==> config.mk <==
export PLATFORM = sky130hd
export DESIGN_NAME = ekr_top
export DESIGN_NICKNAME = d
export VERILOG_FILES = /design/src/rtl/ekr_pkg.sv /design/src/rtl/ekr_top.sv /design/src/rtl/ekr_rst_pulse.sv
export VERILOG_INCLUDE_DIRS = /design/src /design/src/rtl
export SDC_FILE = /design/constraint.sdc
export NUM_CORES = 1
export LEC_CHECK = 0
export BUFFER_PORTS_ARGS = -buffer_cell sky130_fd_sc_hd__buf_2
export CAP_MARGIN = 20
export CORE_MARGIN = 4
export CORE_UTILIZATION = 35
export CTS_BUF_LIST = sky130_fd_sc_hd__clkbuf_4 sky130_fd_sc_hd__clkbuf_8
export DETAILED_ROUTE_END_ITERATION = 8
export HOLD_SLACK_MARGIN = 0.05
export MAX_ROUTING_LAYER = met4
export SLEW_MARGIN = 20
export SYNTH_ARGS = -nofsm -noshare
export SYNTH_HDL_FRONTEND = slang
export SYNTH_SLANG_ARGS = --single-unit
==> constraint.sdc <==
create_clock -name ref_clk_i -period 5.2 [get_ports ref_clk_i]
set_input_delay 0.26 -clock ref_clk_i [delete_from_list [all_inputs] [get_ports ref_clk_i]]
set_output_delay 0.26 -clock ref_clk_i [all_outputs]
set_load 0.01 [all_outputs]
==> src/rtl/ekr_params.svh <==
`ifndef EKR_PARAMS_SVH
`define EKR_PARAMS_SVH

// ==========================================================
// Register offsets.
`define EKR_OFS_KNEE1     8'h08
`define EKR_OFS_KNEE2     8'h09
`define EKR_OFS_RATIO     8'h0A
`define EKR_OFS_TOTAL     8'h0B
`define EKR_OFS_SRST      8'h0C
`define EKR_OFS_READMODE  8'h0D

// ==========================================================
// Field positions.
`define EKR_RATIO_T2_LSB  0
`define EKR_RATIO_T3_LSB  4
`define EKR_RATIO_AUTO    8
`define EKR_RATIO_SINGLE  9
`define EKR_SRST_ALL      0
`define EKR_SRST_AUTO     1
`define EKR_RM_ROWBIN_LSB 0
`define EKR_RM_COLBIN_LSB 2
`define EKR_RM_ROWFLIP    4

// ==========================================================
// Reset values.
`define EKR_RST_KNEE1     15'h01BB
`define EKR_RST_KNEE2     15'h01D9
`define EKR_RST_T2EXP     4'h4
`define EKR_RST_T3EXP     4'h6
`define EKR_RST_AUTO      1'b1
`define EKR_RST_SINGLE    1'b0
`define EKR_RST_TOTAL     15'h01E0
`define EKR_RST_ROWBIN    2'h0
`define EKR_RST_COLBIN    2'h0
`define EKR_RST_ROWFLIP   1'b0

// ==========================================================
// Timing counts in master clock cycles.
`define EKR_SRST_CYCLES   4'hF

`endif

==> src/rtl/ekr_pkg.sv <==
package ekr_pkg;

  // ========================================================
  // Exposure sequencer states.
  typedef enum logic [0:0] {
    EKR_IDLE   = 1'b0,
    EKR_EXPOSE = 1'b1
  } ekr_state_t;

  // Saturation gate levels during integration.
  typedef enum logic [1:0] {
    EKR_GATE_OFF   = 2'b00,
    EKR_GATE_FIRST = 2'b01,
    EKR_GATE_SEC   = 2'b10,
    EKR_GATE_THIRD = 2'b11
  } ekr_gate_t;

  // Binning codes shared by rows and columns.
  typedef enum logic [1:0] {
    EKR_BIN_1   = 2'b00,
    EKR_BIN_2   = 2'b01,
    EKR_BIN_4   = 2'b10,
    EKR_BIN_BAD = 2'b11
  } ekr_bin_t;

  // State of the reset pulse stretcher.
  typedef struct packed {
    logic [3:0] cnt;
    logic       rst_n;
  } ekr_pulse_t;

endpackage

==> src/rtl/ekr_top.sv <==
// The implementer's own choice: strobed register access.
`include "ekr_params.svh"

// Function
// - first knee at programmed row count
// - second knee at programmed row count
// - manual mode splits into three intervals
// - exposure writes stored now, applied next frame; read mode writes apply at once
// - second level lasts total over two-power
// - third level likewise; first gets remainder
// - auto-adjust bit picks knee placement
// - single-knee enable bit, default clear
// - total rows used while AEC disabled
// - soft reset pulses logic reset 15 cycles
// - auto block reset pulses 15 cycles
// - row binning by one, two, four
// - column binning divides pixel clock
// - row flip reverses readout direction
module ekr_top (
  input  wire logic        ref_clk_i,      // Master clock.
  input  wire logic        arst_n_i,       // Async reset, low.
  input  wire logic [7:0]  addr_i,         // Register address.
  input  wire logic [15:0] wdata_i,        // Write data.
  input  wire logic        wr_i,           // Write strobe.
  input  wire logic        rd_i,           // Read strobe.
  output logic      [15:0] rdata_o,        // Read data, next cycle.
  input  wire logic        hdr_en_i,       // High dynamic range on.
  input  wire logic        aec_en_i,       // Auto exposure on.
  input  wire logic [14:0] aec_rows_i,     // Auto exposure length.
  input  wire logic        frame_start_i,  // Frame start pulse.
  input  wire logic        row_tick_i,     // One exposure row done.
  input  wire logic        line_done_i,    // One readout row done.
  input  wire logic [8:0]  row_start_i,    // First window row.
  input  wire logic [8:0]  win_height_i,   // Window height.
  output logic             exposing_o,     // Integration running.
  output logic      [1:0]  gate_level_o,   // Saturation gate level.
  output logic      [14:0] t1_rows_o,      // First interval rows.
  output logic      [14:0] t2_rows_o,      // Second interval rows.
  output logic      [14:0] t3_rows_o,      // Third interval rows.
  output logic      [1:0]  row_bin_o,      // Row binning code.
  output logic      [1:0]  col_bin_o,      // Column binning code.
  output logic             row_flip_o,     // Rows read bottom up.
  output logic             pix_clk_en_o,   // Pixel clock enable.
  output logic      [9:0]  row_addr_o,     // Row being read.
  output logic             logic_rst_n_o,  // Digital logic reset.
  output logic             auto_rst_n_o    // Auto block reset.
);
  import ekr_pkg::*;

  // ========================================================
  // State of the block, apart from the reset pulse stretchers, in one record.
  typedef struct packed {
    logic [14:0] knee1;      // First knee row count.
    logic [14:0] knee2;      // Second knee row count.
    logic [3:0]  t2_exp;     // Second interval exponent.
    logic [3:0]  t3_exp;     // Third interval exponent.
    logic        auto_adj;   // Knee auto adjust.
    logic        single;     // Single knee mode.
    logic [14:0] total;      // Total integration rows.
    ekr_bin_t    row_bin;    // Row binning.
    ekr_bin_t    col_bin;    // Column binning.
    logic        row_flip;   // Row flip.
    logic [15:0] rd_data;    // Read data holding stage.
    logic [14:0] w_t1;       // Working first interval.
    logic [14:0] w_t2;       // Working second interval.
    logic [14:0] w_t3;       // Working third interval.
    logic [14:0] w_total;    // Working total length.
    ekr_state_t  state;      // Sequencer state.
    logic [14:0] row_cnt;    // Rows integrated so far.
    ekr_gate_t   gate;       // Current gate level.
    logic [1:0]  pix_div;    // Pixel clock divider.
    logic        pix_en;     // Pixel clock enable.
    logic [9:0]  row_addr;   // Readout row address.
  } ekr_top_t;

  ekr_top_t st;       // Registered state.
  ekr_top_t next_st;  // Next state.

  logic wr_srst;      // Write to the soft reset register.
  logic srst_all;     // Request for the full logic reset.
  logic srst_auto;    // Request for the auto block reset.
  logic logic_rst_n;  // Stretched full logic reset.

  // ========================================================
  // Helper functions.

  // Subtraction that stops at zero instead of wrapping.
  function automatic logic [14:0] sat_sub(
    input logic [14:0] a,
    input logic [14:0] b
  );
    sat_sub = (a > b) ? (a - b) : 15'h0000;
  endfunction

  // Total times one-half to the given power.
  function automatic logic [14:0] ratio_rows(
    input logic [14:0] total,
    input logic [3:0]  expo
  );
    ratio_rows = total >> expo;
  endfunction

  // Step size of one output row for a binning code.
  function automatic logic [9:0] bin_step(input ekr_bin_t code);
    case (code)
      EKR_BIN_2: bin_step = 10'h002;
      EKR_BIN_4: bin_step = 10'h004;
      default:   bin_step = 10'h001;
    endcase
  endfunction

  // Gate level for a row position in the working intervals.
  function automatic ekr_gate_t level_for(
    input logic [14:0] cnt,
    input logic [14:0] t1,
    input logic [14:0] t2
  );
    logic [15:0] edge2;
    edge2 = {1'b0, t1} + {1'b0, t2};
    if ({1'b0, cnt} < {1'b0, t1}) begin
      level_for = EKR_GATE_FIRST;
    end else if ({1'b0, cnt} < edge2) begin
      level_for = EKR_GATE_SEC;
    end else begin
      level_for = EKR_GATE_THIRD;
    end
  endfunction

  // ========================================================
  // Soft reset pulse stretchers.

  // Both reset bits are write-one strobes, never stored.
  assign wr_srst   = wr_i && (addr_i == `EKR_OFS_SRST);
  assign srst_all  = wr_srst && wdata_i[`EKR_SRST_ALL];
  assign srst_auto = wr_srst && wdata_i[`EKR_SRST_AUTO];

  // Full digital reset; the register file itself is spared.
  ekr_rst_pulse u_rst_all (
    .ref_clk_i (ref_clk_i),
    .arst_n_i  (arst_n_i),
    .trigger_i (srst_all),
    .rst_n_o   (logic_rst_n)
  );

  // Reset of the automatic gain and exposure logic only.
  ekr_rst_pulse u_rst_auto (
    .ref_clk_i (ref_clk_i),
    .arst_n_i  (arst_n_i),
    .trigger_i (srst_auto),
    .rst_n_o   (auto_rst_n_o)
  );

  // ========================================================
  // Next-state logic.
  always_comb begin
    logic [14:0] tot;   // Exposure length for the new frame.
    logic [14:0] a2;    // Auto second interval.
    logic [14:0] a3;    // Auto third interval.
    logic [14:0] nc;    // Row count after a tick.
    tot = 15'h0000;
    a2  = 15'h0000;
    a3  = 15'h0000;
    nc  = 15'h0000;
    next_st = st;

    // Register writes land at once, no shadow copy.
    if (wr_i) begin
      case (addr_i)
        `EKR_OFS_KNEE1: begin
          next_st.knee1 = wdata_i[14:0];
        end
        `EKR_OFS_KNEE2: begin
          next_st.knee2 = wdata_i[14:0];
        end
        `EKR_OFS_RATIO: begin
          next_st.t2_exp   = wdata_i[`EKR_RATIO_T2_LSB +: 4];
          next_st.t3_exp   = wdata_i[`EKR_RATIO_T3_LSB +: 4];
          next_st.auto_adj = wdata_i[`EKR_RATIO_AUTO];
          next_st.single   = wdata_i[`EKR_RATIO_SINGLE];
        end
        `EKR_OFS_TOTAL: begin
          next_st.total = wdata_i[14:0];
        end
        `EKR_OFS_READMODE: begin
          next_st.row_bin  =
            ekr_bin_t'(wdata_i[`EKR_RM_ROWBIN_LSB +: 2]);
          next_st.col_bin  =
            ekr_bin_t'(wdata_i[`EKR_RM_COLBIN_LSB +: 2]);
          next_st.row_flip = wdata_i[`EKR_RM_ROWFLIP];
        end
        // Other offsets, the reset strobes among them, store nothing.
        default: begin
        end
      endcase
    end

    // Read data stands for exactly one cycle after the strobe.
    next_st.rd_data = 16'h0000;
    if (rd_i) begin
      case (addr_i)
        `EKR_OFS_KNEE1: next_st.rd_data = {1'b0, st.knee1};
        `EKR_OFS_KNEE2: next_st.rd_data = {1'b0, st.knee2};
        `EKR_OFS_RATIO: begin
          next_st.rd_data = {6'h00, st.single, st.auto_adj,
                             st.t3_exp, st.t2_exp};
        end
        `EKR_OFS_TOTAL: next_st.rd_data = {1'b0, st.total};
        // Self-clearing reset bits always read back as zero.
        `EKR_OFS_SRST:  next_st.rd_data = 16'h0000;
        `EKR_OFS_READMODE: begin
          next_st.rd_data = {11'h000, st.row_flip,
                             st.col_bin, st.row_bin};
        end
        // Unmapped addresses read as zero.
        default:        next_st.rd_data = 16'h0000;
      endcase
    end

    // Pixel clock runs at one, one half or one quarter rate.
    next_st.pix_div = st.pix_div + 2'h1;
    case (st.col_bin)
      // Toggling keeps a strict every-other-cycle rate across mode changes.
      EKR_BIN_2: next_st.pix_en = !st.pix_en;
      EKR_BIN_4: next_st.pix_en = (next_st.pix_div == 2'h3);
      // Invalid code 3 falls back to the normal rate.
      default:   next_st.pix_en = 1'b1;
    endcase

    // Readout row address, stepping by the binning factor.
    if (frame_start_i) begin
      if (st.row_flip) begin
        next_st.row_addr = {1'b0, row_start_i}
                         + {1'b0, win_height_i};
      end else begin
        next_st.row_addr = {1'b0, row_start_i};
      end
    end else if (line_done_i) begin
      if (st.row_flip) begin
        next_st.row_addr = st.row_addr - bin_step(st.row_bin);
      end else begin
        next_st.row_addr = st.row_addr + bin_step(st.row_bin);
      end
    end

    // Exposure length source for the coming frame.
    tot = aec_en_i ? aec_rows_i : st.total;
    a2  = ratio_rows(tot, st.t2_exp);
    a3  = ratio_rows(tot, st.t3_exp);

    // Exposure sequencer.
    case (st.state)
      EKR_IDLE: begin
        next_st.gate = EKR_GATE_OFF;
      end
      EKR_EXPOSE: begin
        if (row_tick_i) begin
          nc = st.row_cnt + 15'h0001;
          next_st.row_cnt = nc;
          if (nc >= st.w_total) begin
            next_st.state = EKR_IDLE;
            next_st.gate  = EKR_GATE_OFF;
          end else begin
            next_st.gate = level_for(nc, st.w_t1, st.w_t2);
          end
        end
      end
      default: begin
        next_st.state = EKR_IDLE;
      end
    endcase

    // A frame start freezes the settings for the whole frame.
    if (frame_start_i) begin
      next_st.w_total = tot;
      if (!hdr_en_i) begin
        // Linear mode: one interval at the first level.
        next_st.w_t1 = tot;
        next_st.w_t2 = 15'h0000;
        next_st.w_t3 = 15'h0000;
      end else if (st.auto_adj) begin
        // Automatic placement from the ratio exponents.
        next_st.w_t2 = a2;
        next_st.w_t3 = st.single ? 15'h0000 : a3;
        next_st.w_t1 = sat_sub(sat_sub(tot, a2),
                               next_st.w_t3);
      end else begin
        // Manual placement from the knee row counts.
        next_st.w_t1 = st.knee1;
        if (st.single) begin
          next_st.w_t2 = sat_sub(tot, st.knee1);
          next_st.w_t3 = 15'h0000;
        end else begin
          next_st.w_t2 = sat_sub(st.knee2, st.knee1);
          next_st.w_t3 = sat_sub(tot, st.knee2);
        end
      end
      next_st.row_cnt = 15'h0000;
      next_st.state   = (tot != 15'h0000) ? EKR_EXPOSE : EKR_IDLE;
      next_st.gate    = (tot != 15'h0000) ? EKR_GATE_FIRST
                                          : EKR_GATE_OFF;
    end

    // Soft reset abandons the frame but keeps the register file.
    if (!logic_rst_n) begin
      next_st.state    = EKR_IDLE;
      next_st.row_cnt  = 15'h0000;
      next_st.gate     = EKR_GATE_OFF;
      next_st.w_t1     = 15'h0000;
      next_st.w_t2     = 15'h0000;
      next_st.w_t3     = 15'h0000;
      next_st.w_total  = 15'h0000;
      next_st.pix_div  = 2'h0;
      next_st.pix_en   = 1'b0;
      next_st.row_addr = 10'h000;
    end
  end

  // ========================================================
  // State register.
  always_ff @(posedge ref_clk_i or negedge arst_n_i) begin
    if (!arst_n_i) begin
      st          <= '0;
      st.knee1    <= `EKR_RST_KNEE1;
      st.knee2    <= `EKR_RST_KNEE2;
      st.t2_exp   <= `EKR_RST_T2EXP;
      st.t3_exp   <= `EKR_RST_T3EXP;
      st.auto_adj <= `EKR_RST_AUTO;
      st.single   <= `EKR_RST_SINGLE;
      st.total    <= `EKR_RST_TOTAL;
      st.row_bin  <= ekr_bin_t'(`EKR_RST_ROWBIN);
      st.col_bin  <= ekr_bin_t'(`EKR_RST_COLBIN);
      st.row_flip <= `EKR_RST_ROWFLIP;
      st.state    <= EKR_IDLE;
      st.gate     <= EKR_GATE_OFF;
    end else begin
      st <= next_st;
    end
  end

  // ========================================================
  // Outputs from the state register; the two reset outputs come from the pulse stretchers.
  assign rdata_o       = st.rd_data;
  assign exposing_o    = (st.state == EKR_EXPOSE);
  assign gate_level_o  = st.gate;
  assign t1_rows_o     = st.w_t1;
  assign t2_rows_o     = st.w_t2;
  assign t3_rows_o     = st.w_t3;
  assign row_bin_o     = st.row_bin;
  assign col_bin_o     = st.col_bin;
  assign row_flip_o    = st.row_flip;
  assign pix_clk_en_o  = st.pix_en;
  assign row_addr_o    = st.row_addr;
  assign logic_rst_n_o = logic_rst_n;
endmodule

==> src/rtl/ekr_rst_pulse.sv <==
`include "ekr_params.svh"

// Stretches a one-cycle request into a fixed low reset pulse.
module ekr_rst_pulse (
  input  wire logic ref_clk_i,  // Master clock.
  input  wire logic arst_n_i,   // Asynchronous reset, low.
  input  wire logic trigger_i,  // One-cycle start request.
  output logic      rst_n_o     // Stretched reset, low.
);
  import ekr_pkg::*;

  ekr_pulse_t st;       // Registered state.
  ekr_pulse_t next_st;  // Next state.

  // ========================================================
  // Pulse counter.
  // A retrigger during the pulse restarts the full length.
  always_comb begin
    next_st = st;
    if (trigger_i) begin
      next_st.cnt   = `EKR_SRST_CYCLES;
      next_st.rst_n = 1'b0;
    end else if (st.cnt != 4'h0) begin
      next_st.cnt   = st.cnt - 4'h1;
      next_st.rst_n = (st.cnt == 4'h1);
    end
  end

  // State register.
  always_ff @(posedge ref_clk_i or negedge arst_n_i) begin
    if (!arst_n_i) begin
      st <= '{cnt: 4'h0, rst_n: 1'b1};
    end else begin
      st <= next_st;
    end
  end

  assign rst_n_o = st.rst_n;
endmodule

==> results_dict.tcl <==
set metrics [dict create \
    holdPathEnd "row_addr_o[3]" \
    setup_viol 15 \
    areaGrowthSynthToFinish_pct 20.3 \
    grt-busiest-layer "met2" \
    synth.area.mux_share 0.0855 \
    first_global_vias 14800 \
    synthAdderAreaFrac 0.140 \
    synthSimpleGateAreaFrac 0.147 \
    synth_xor_xnor_area_share 0.0570 \
    post_drt_via_cell_ratio 5.59 \
    detailed_place_hpwl_mm 47.3 \
    drt-total-wl_mm 59.3 \
    r2r-start "st[133]" \
    worstRegToRegCells 27 \
    use_met1 0.325 \
    regArea_um2 4430 \
    pwr_density_cell_nw_per_um2 268 \
    syn-num-nets 2066 \
    cts_buffer_depth 2 \
    die_x_um 221 \
    initial_core_util 0.356 \
    synth_seq_cells 176 \
    grt_setup_unrepaired "yes" \
    layoutNonFillerInstCount 2656 \
    cp-start-kind "flip-flop" \
    synthTopCellsByArea "dfrtp_1, ha_1, o21ai_0" \
    clock-sinks 176 \
    synth_edf_count 0 \
    arrival_ns 5.74 \
    cts_made_buffers 17 \
    fin_crit_ns 5.34 \
    grt_use_met3 0.0313 \
    dieArea_um2 48700 \
    ys_warn_count 0 \
    dr_total_vias 14800 \
    slew_headroom 0.313 \
    grtUsageTotal 0.251 \
    coreArea_um2 44400 \
    remaining_drc_errors 0 \
    final_max_slew_viol_count 0 \
    hold_start "row_start_i[3]" \
    cp_data_required_time_ns 5.60 \
    tightest_slew_ns 1.03 \
    insertion_delay_ns 0.56 \
    place.gp.congestion 0.973 \
    r2r-end "t1_rows_o[3]" \
    final_antenna_net_count 0 \
    place_inst 2578 \
    drive_gt1_frac 0.256 \
    syn-mean-instance-area_um2 8.66 \
    fin_crit_sh 1.03 \
    hold_class "in2reg" \
    synth-seq-area-share 0.280 \
    overflow 0 \
    finalNetCount 2289 \
    clock_skew_ns 0.0263 \
    met2_usage 0.402 \
    synth_cell_types 77 \
    synth_area_leader_cell "dfrtp_1" \
    clkTransAtPathRegs_ns 0.10 \
    placementRows 77 \
    drt-pass1-iter-count 7 \
    synth_compound_area_frac 0.206 \
    place_area_um2 17800 \
    reg2reg_slack_ns -0.14 \
    postSynth.asyncResetShare 1.00 \
    synth_top_family_by_area "compound AO/OA/AOI/OAI gates" \
    clock.fmax_mhz 187 \
    final_common_cell "buf_4" \
    cts_tree "built" \
    min_path_cells 3 \
    setup_ws_ns -0.139 \
    fill_cells 4428 \
    yosysTopAreaCellShare 0.242 \
    worstSetupEndpointType "flip-flop" \
    fin_util 0.428 \
    drt_first_iter_violations 1249 \
    stdcell_area_um2 19000 \
    ioPinCount 148 \
    cp_max_fo 7 \
    synthesis.area_um2 15800 \
    die_y_um 221 \
    p_leak_nw 9.02 \
    outcome "finished with violations" \
    cts_root_buf "clkbuf_8" \
    multi_input_area_um2 10600 \
    vdd_drop_max_mv 0.197 \
    cap_violations 0 \
    antenna_found_initial 0 \
    grt_start_max_net_pins 83 \
    antenna_cells 0 \
    p_total_mw 5.10 \
    wl_per_cell_um 22.3 \
    finalHoldViolCount 0 \
    layout_common_cells "buf_4, nand2_1, ha_1, dfrtp_1, buf_2" \
    synth-main-ff-cell "dfrtp_1" \
    synth_cells 1828 \
    violations "negative setup slack" \
    htree_levels 4 \
    grt_pass1_wl_mm 89.5 \
    crit_type "reg2reg" \
    port_buffers 145 \
]
stage by stage:
| stage | TNS (ns) | worst slack, ns | hold slack [ns] |
|---|---|---|---|
| finish | -1.13 | -0.139 | 0.0940 |
| global route | -5.19 | -0.410 | 0.0991 |
| CTS | -0.384 | -0.112 | 0.0710 |
| detailed placement | -6.00 | -0.453 | 0.367 |
| global placement | -3.81 | -0.302 | 0.360 |
| floorplan | 0 | 0.00310 | -0.0356 |
synth_stat cells (7+ instances only):
cell,instances
ha_1,164
nand2_1,163
dfrtp_1,153
nor2_1,133
o21ai_0,128
inv_1,123
a21oi_1,101
buf_4,78
clkbuf_1,57
mux2i_1,54
xor2_1,54
xnor2_1,49
nor3_1,41
mux2_2,39
a211oi_1,35
a21o_1,33
nor2b_1,26
nand3_1,24
dfstp_2,23
a31oi_1,21
o21a_1,20
a221oi_1,19
and3_1,19
nand4_1,19
or3_1,17
nand2b_1,16
o22ai_1,15
mux4_2,14
nor4_1,11
o221ai_1,11
o21bai_1,10
a211o_1,8
fa_1,8
o31ai_1,8
a21boi_0,7
or2_2,7
power by group:
part / leakage (nW) / switching [mW] / total (mW) / internal, mW
Sequential: 2.27 / 0.165 / 1.67 / 1.50
Clock: 0.210 / 0.587 / 1.07 / 0.488
Combinational: 6.54 / 1.32 / 2.36 / 1.04
Total: 9.02 / 2.07 / 5.10 / 3.03
per-layer routing:
layer | up-vias | wire length, um
li1 | 6999 | -
met1 | 7290 | 26300
met2 | 445 | 27600
met3 | 102 | 2820
met4 | 0 | 2550
met5 | - | 0
registers in the layout, indices dropped and copies added, names as in the netlist:
signal and flops:
st 87, rdata_o 15, t1_rows_o 15, t2_rows_o 15, t3_rows_o 15, row_addr_o 10
u_rst_all.st 4, u_rst_auto.st 4, col_bin_o 2, gate_level_o 2, row_bin_o 2, exposing_o 1
pix_clk_en_o 1, row_flip_o 1, u_rst_all.rst_n_o 1, u_rst_auto.rst_n_o 1
worst max-delay path: stages, from the launching register on:
cell	delay (ns)
dfrtp_2	0.48
buf_6	0.13
mux4_2	0.51
nor2_2	0.12
a21oi_2	0.05
mux2_4	0.30
ha_4	0.28
nor2b_4	0.13
o21ai_2	0.07
a21oi_2	0.16
o2111ai_2	0.15
nand2_1	0.12
a21oi_2	0.06
a211o_1	0.40
buf_6	0.17
nor2_4	0.10
ha_4	0.21
nor2b_4	0.12
o21a_1	0.18
a311oi_2	0.26
buf_4	0.19
o32ai_4	0.10
o21ai_2	0.20
a211oi_4	0.11
buf_6	0.14
buf_6	0.12
a221oi_2	0.23
o22ai_1	0.10
cell type report:
cell class | instances | area share
inverters | 125 | 0.0248
clock inverters | 14 | 0.00940
well taps | 592 | 0.0389
repair buffers | 350 | 0.125
clock buffers | 18 | 0.0127
multi-input cells | 1381 | 0.556
flip-flops and latches | 176 | 0.233
cells by family (layout without fill, tap and decap cells):
logic type | after synthesis | count (layout)
AO/OA/AOI/OAI | 497 | 497
buffers and inverters | 271 | 507
AND/OR/NAND/NOR | 497 | 497
adder cells (fa/ha/maj) | 172 | 172
multiplexers | 111 | 111
flip-flops | 176 | 176
XOR/XNOR | 103 | 103
other | 1 | 1
how the worst max path moves through the flow:
| stage | startpoint | to | slack (ns) | depth (start not counted) |
|---|---|---|---|---|
| 3_3_place_gp | aec_en_i | t1_rows_o[14] | -0.30 | 29 |
| 3_5_place_dp | aec_en_i | t1_rows_o[3] | -0.45 | 28 |
| 4_1_cts | st[120] | t1_rows_o[3] | -0.11 | 27 |
| 5_1_grt | st[133] | t1_rows_o[1] | -0.41 | 27 |
| 2_1_floorplan | aec_en_i | t1_rows_o[14] | 0.003 | 27 |
| 6_report | st[133] | t1_rows_o[3] | -0.14 | 27 |
timing repair:
action                                  in CTS  in global routing
buffers inserted                            21                  6
endpoints found under the setup margin      15                 15
hold endpoints to repair                   129                  0
resized for setup                           56                 32
hold buffers                                21                  0
pin swaps                                   40                 27
Note: power is estimated with default switching activity, not from simulation.
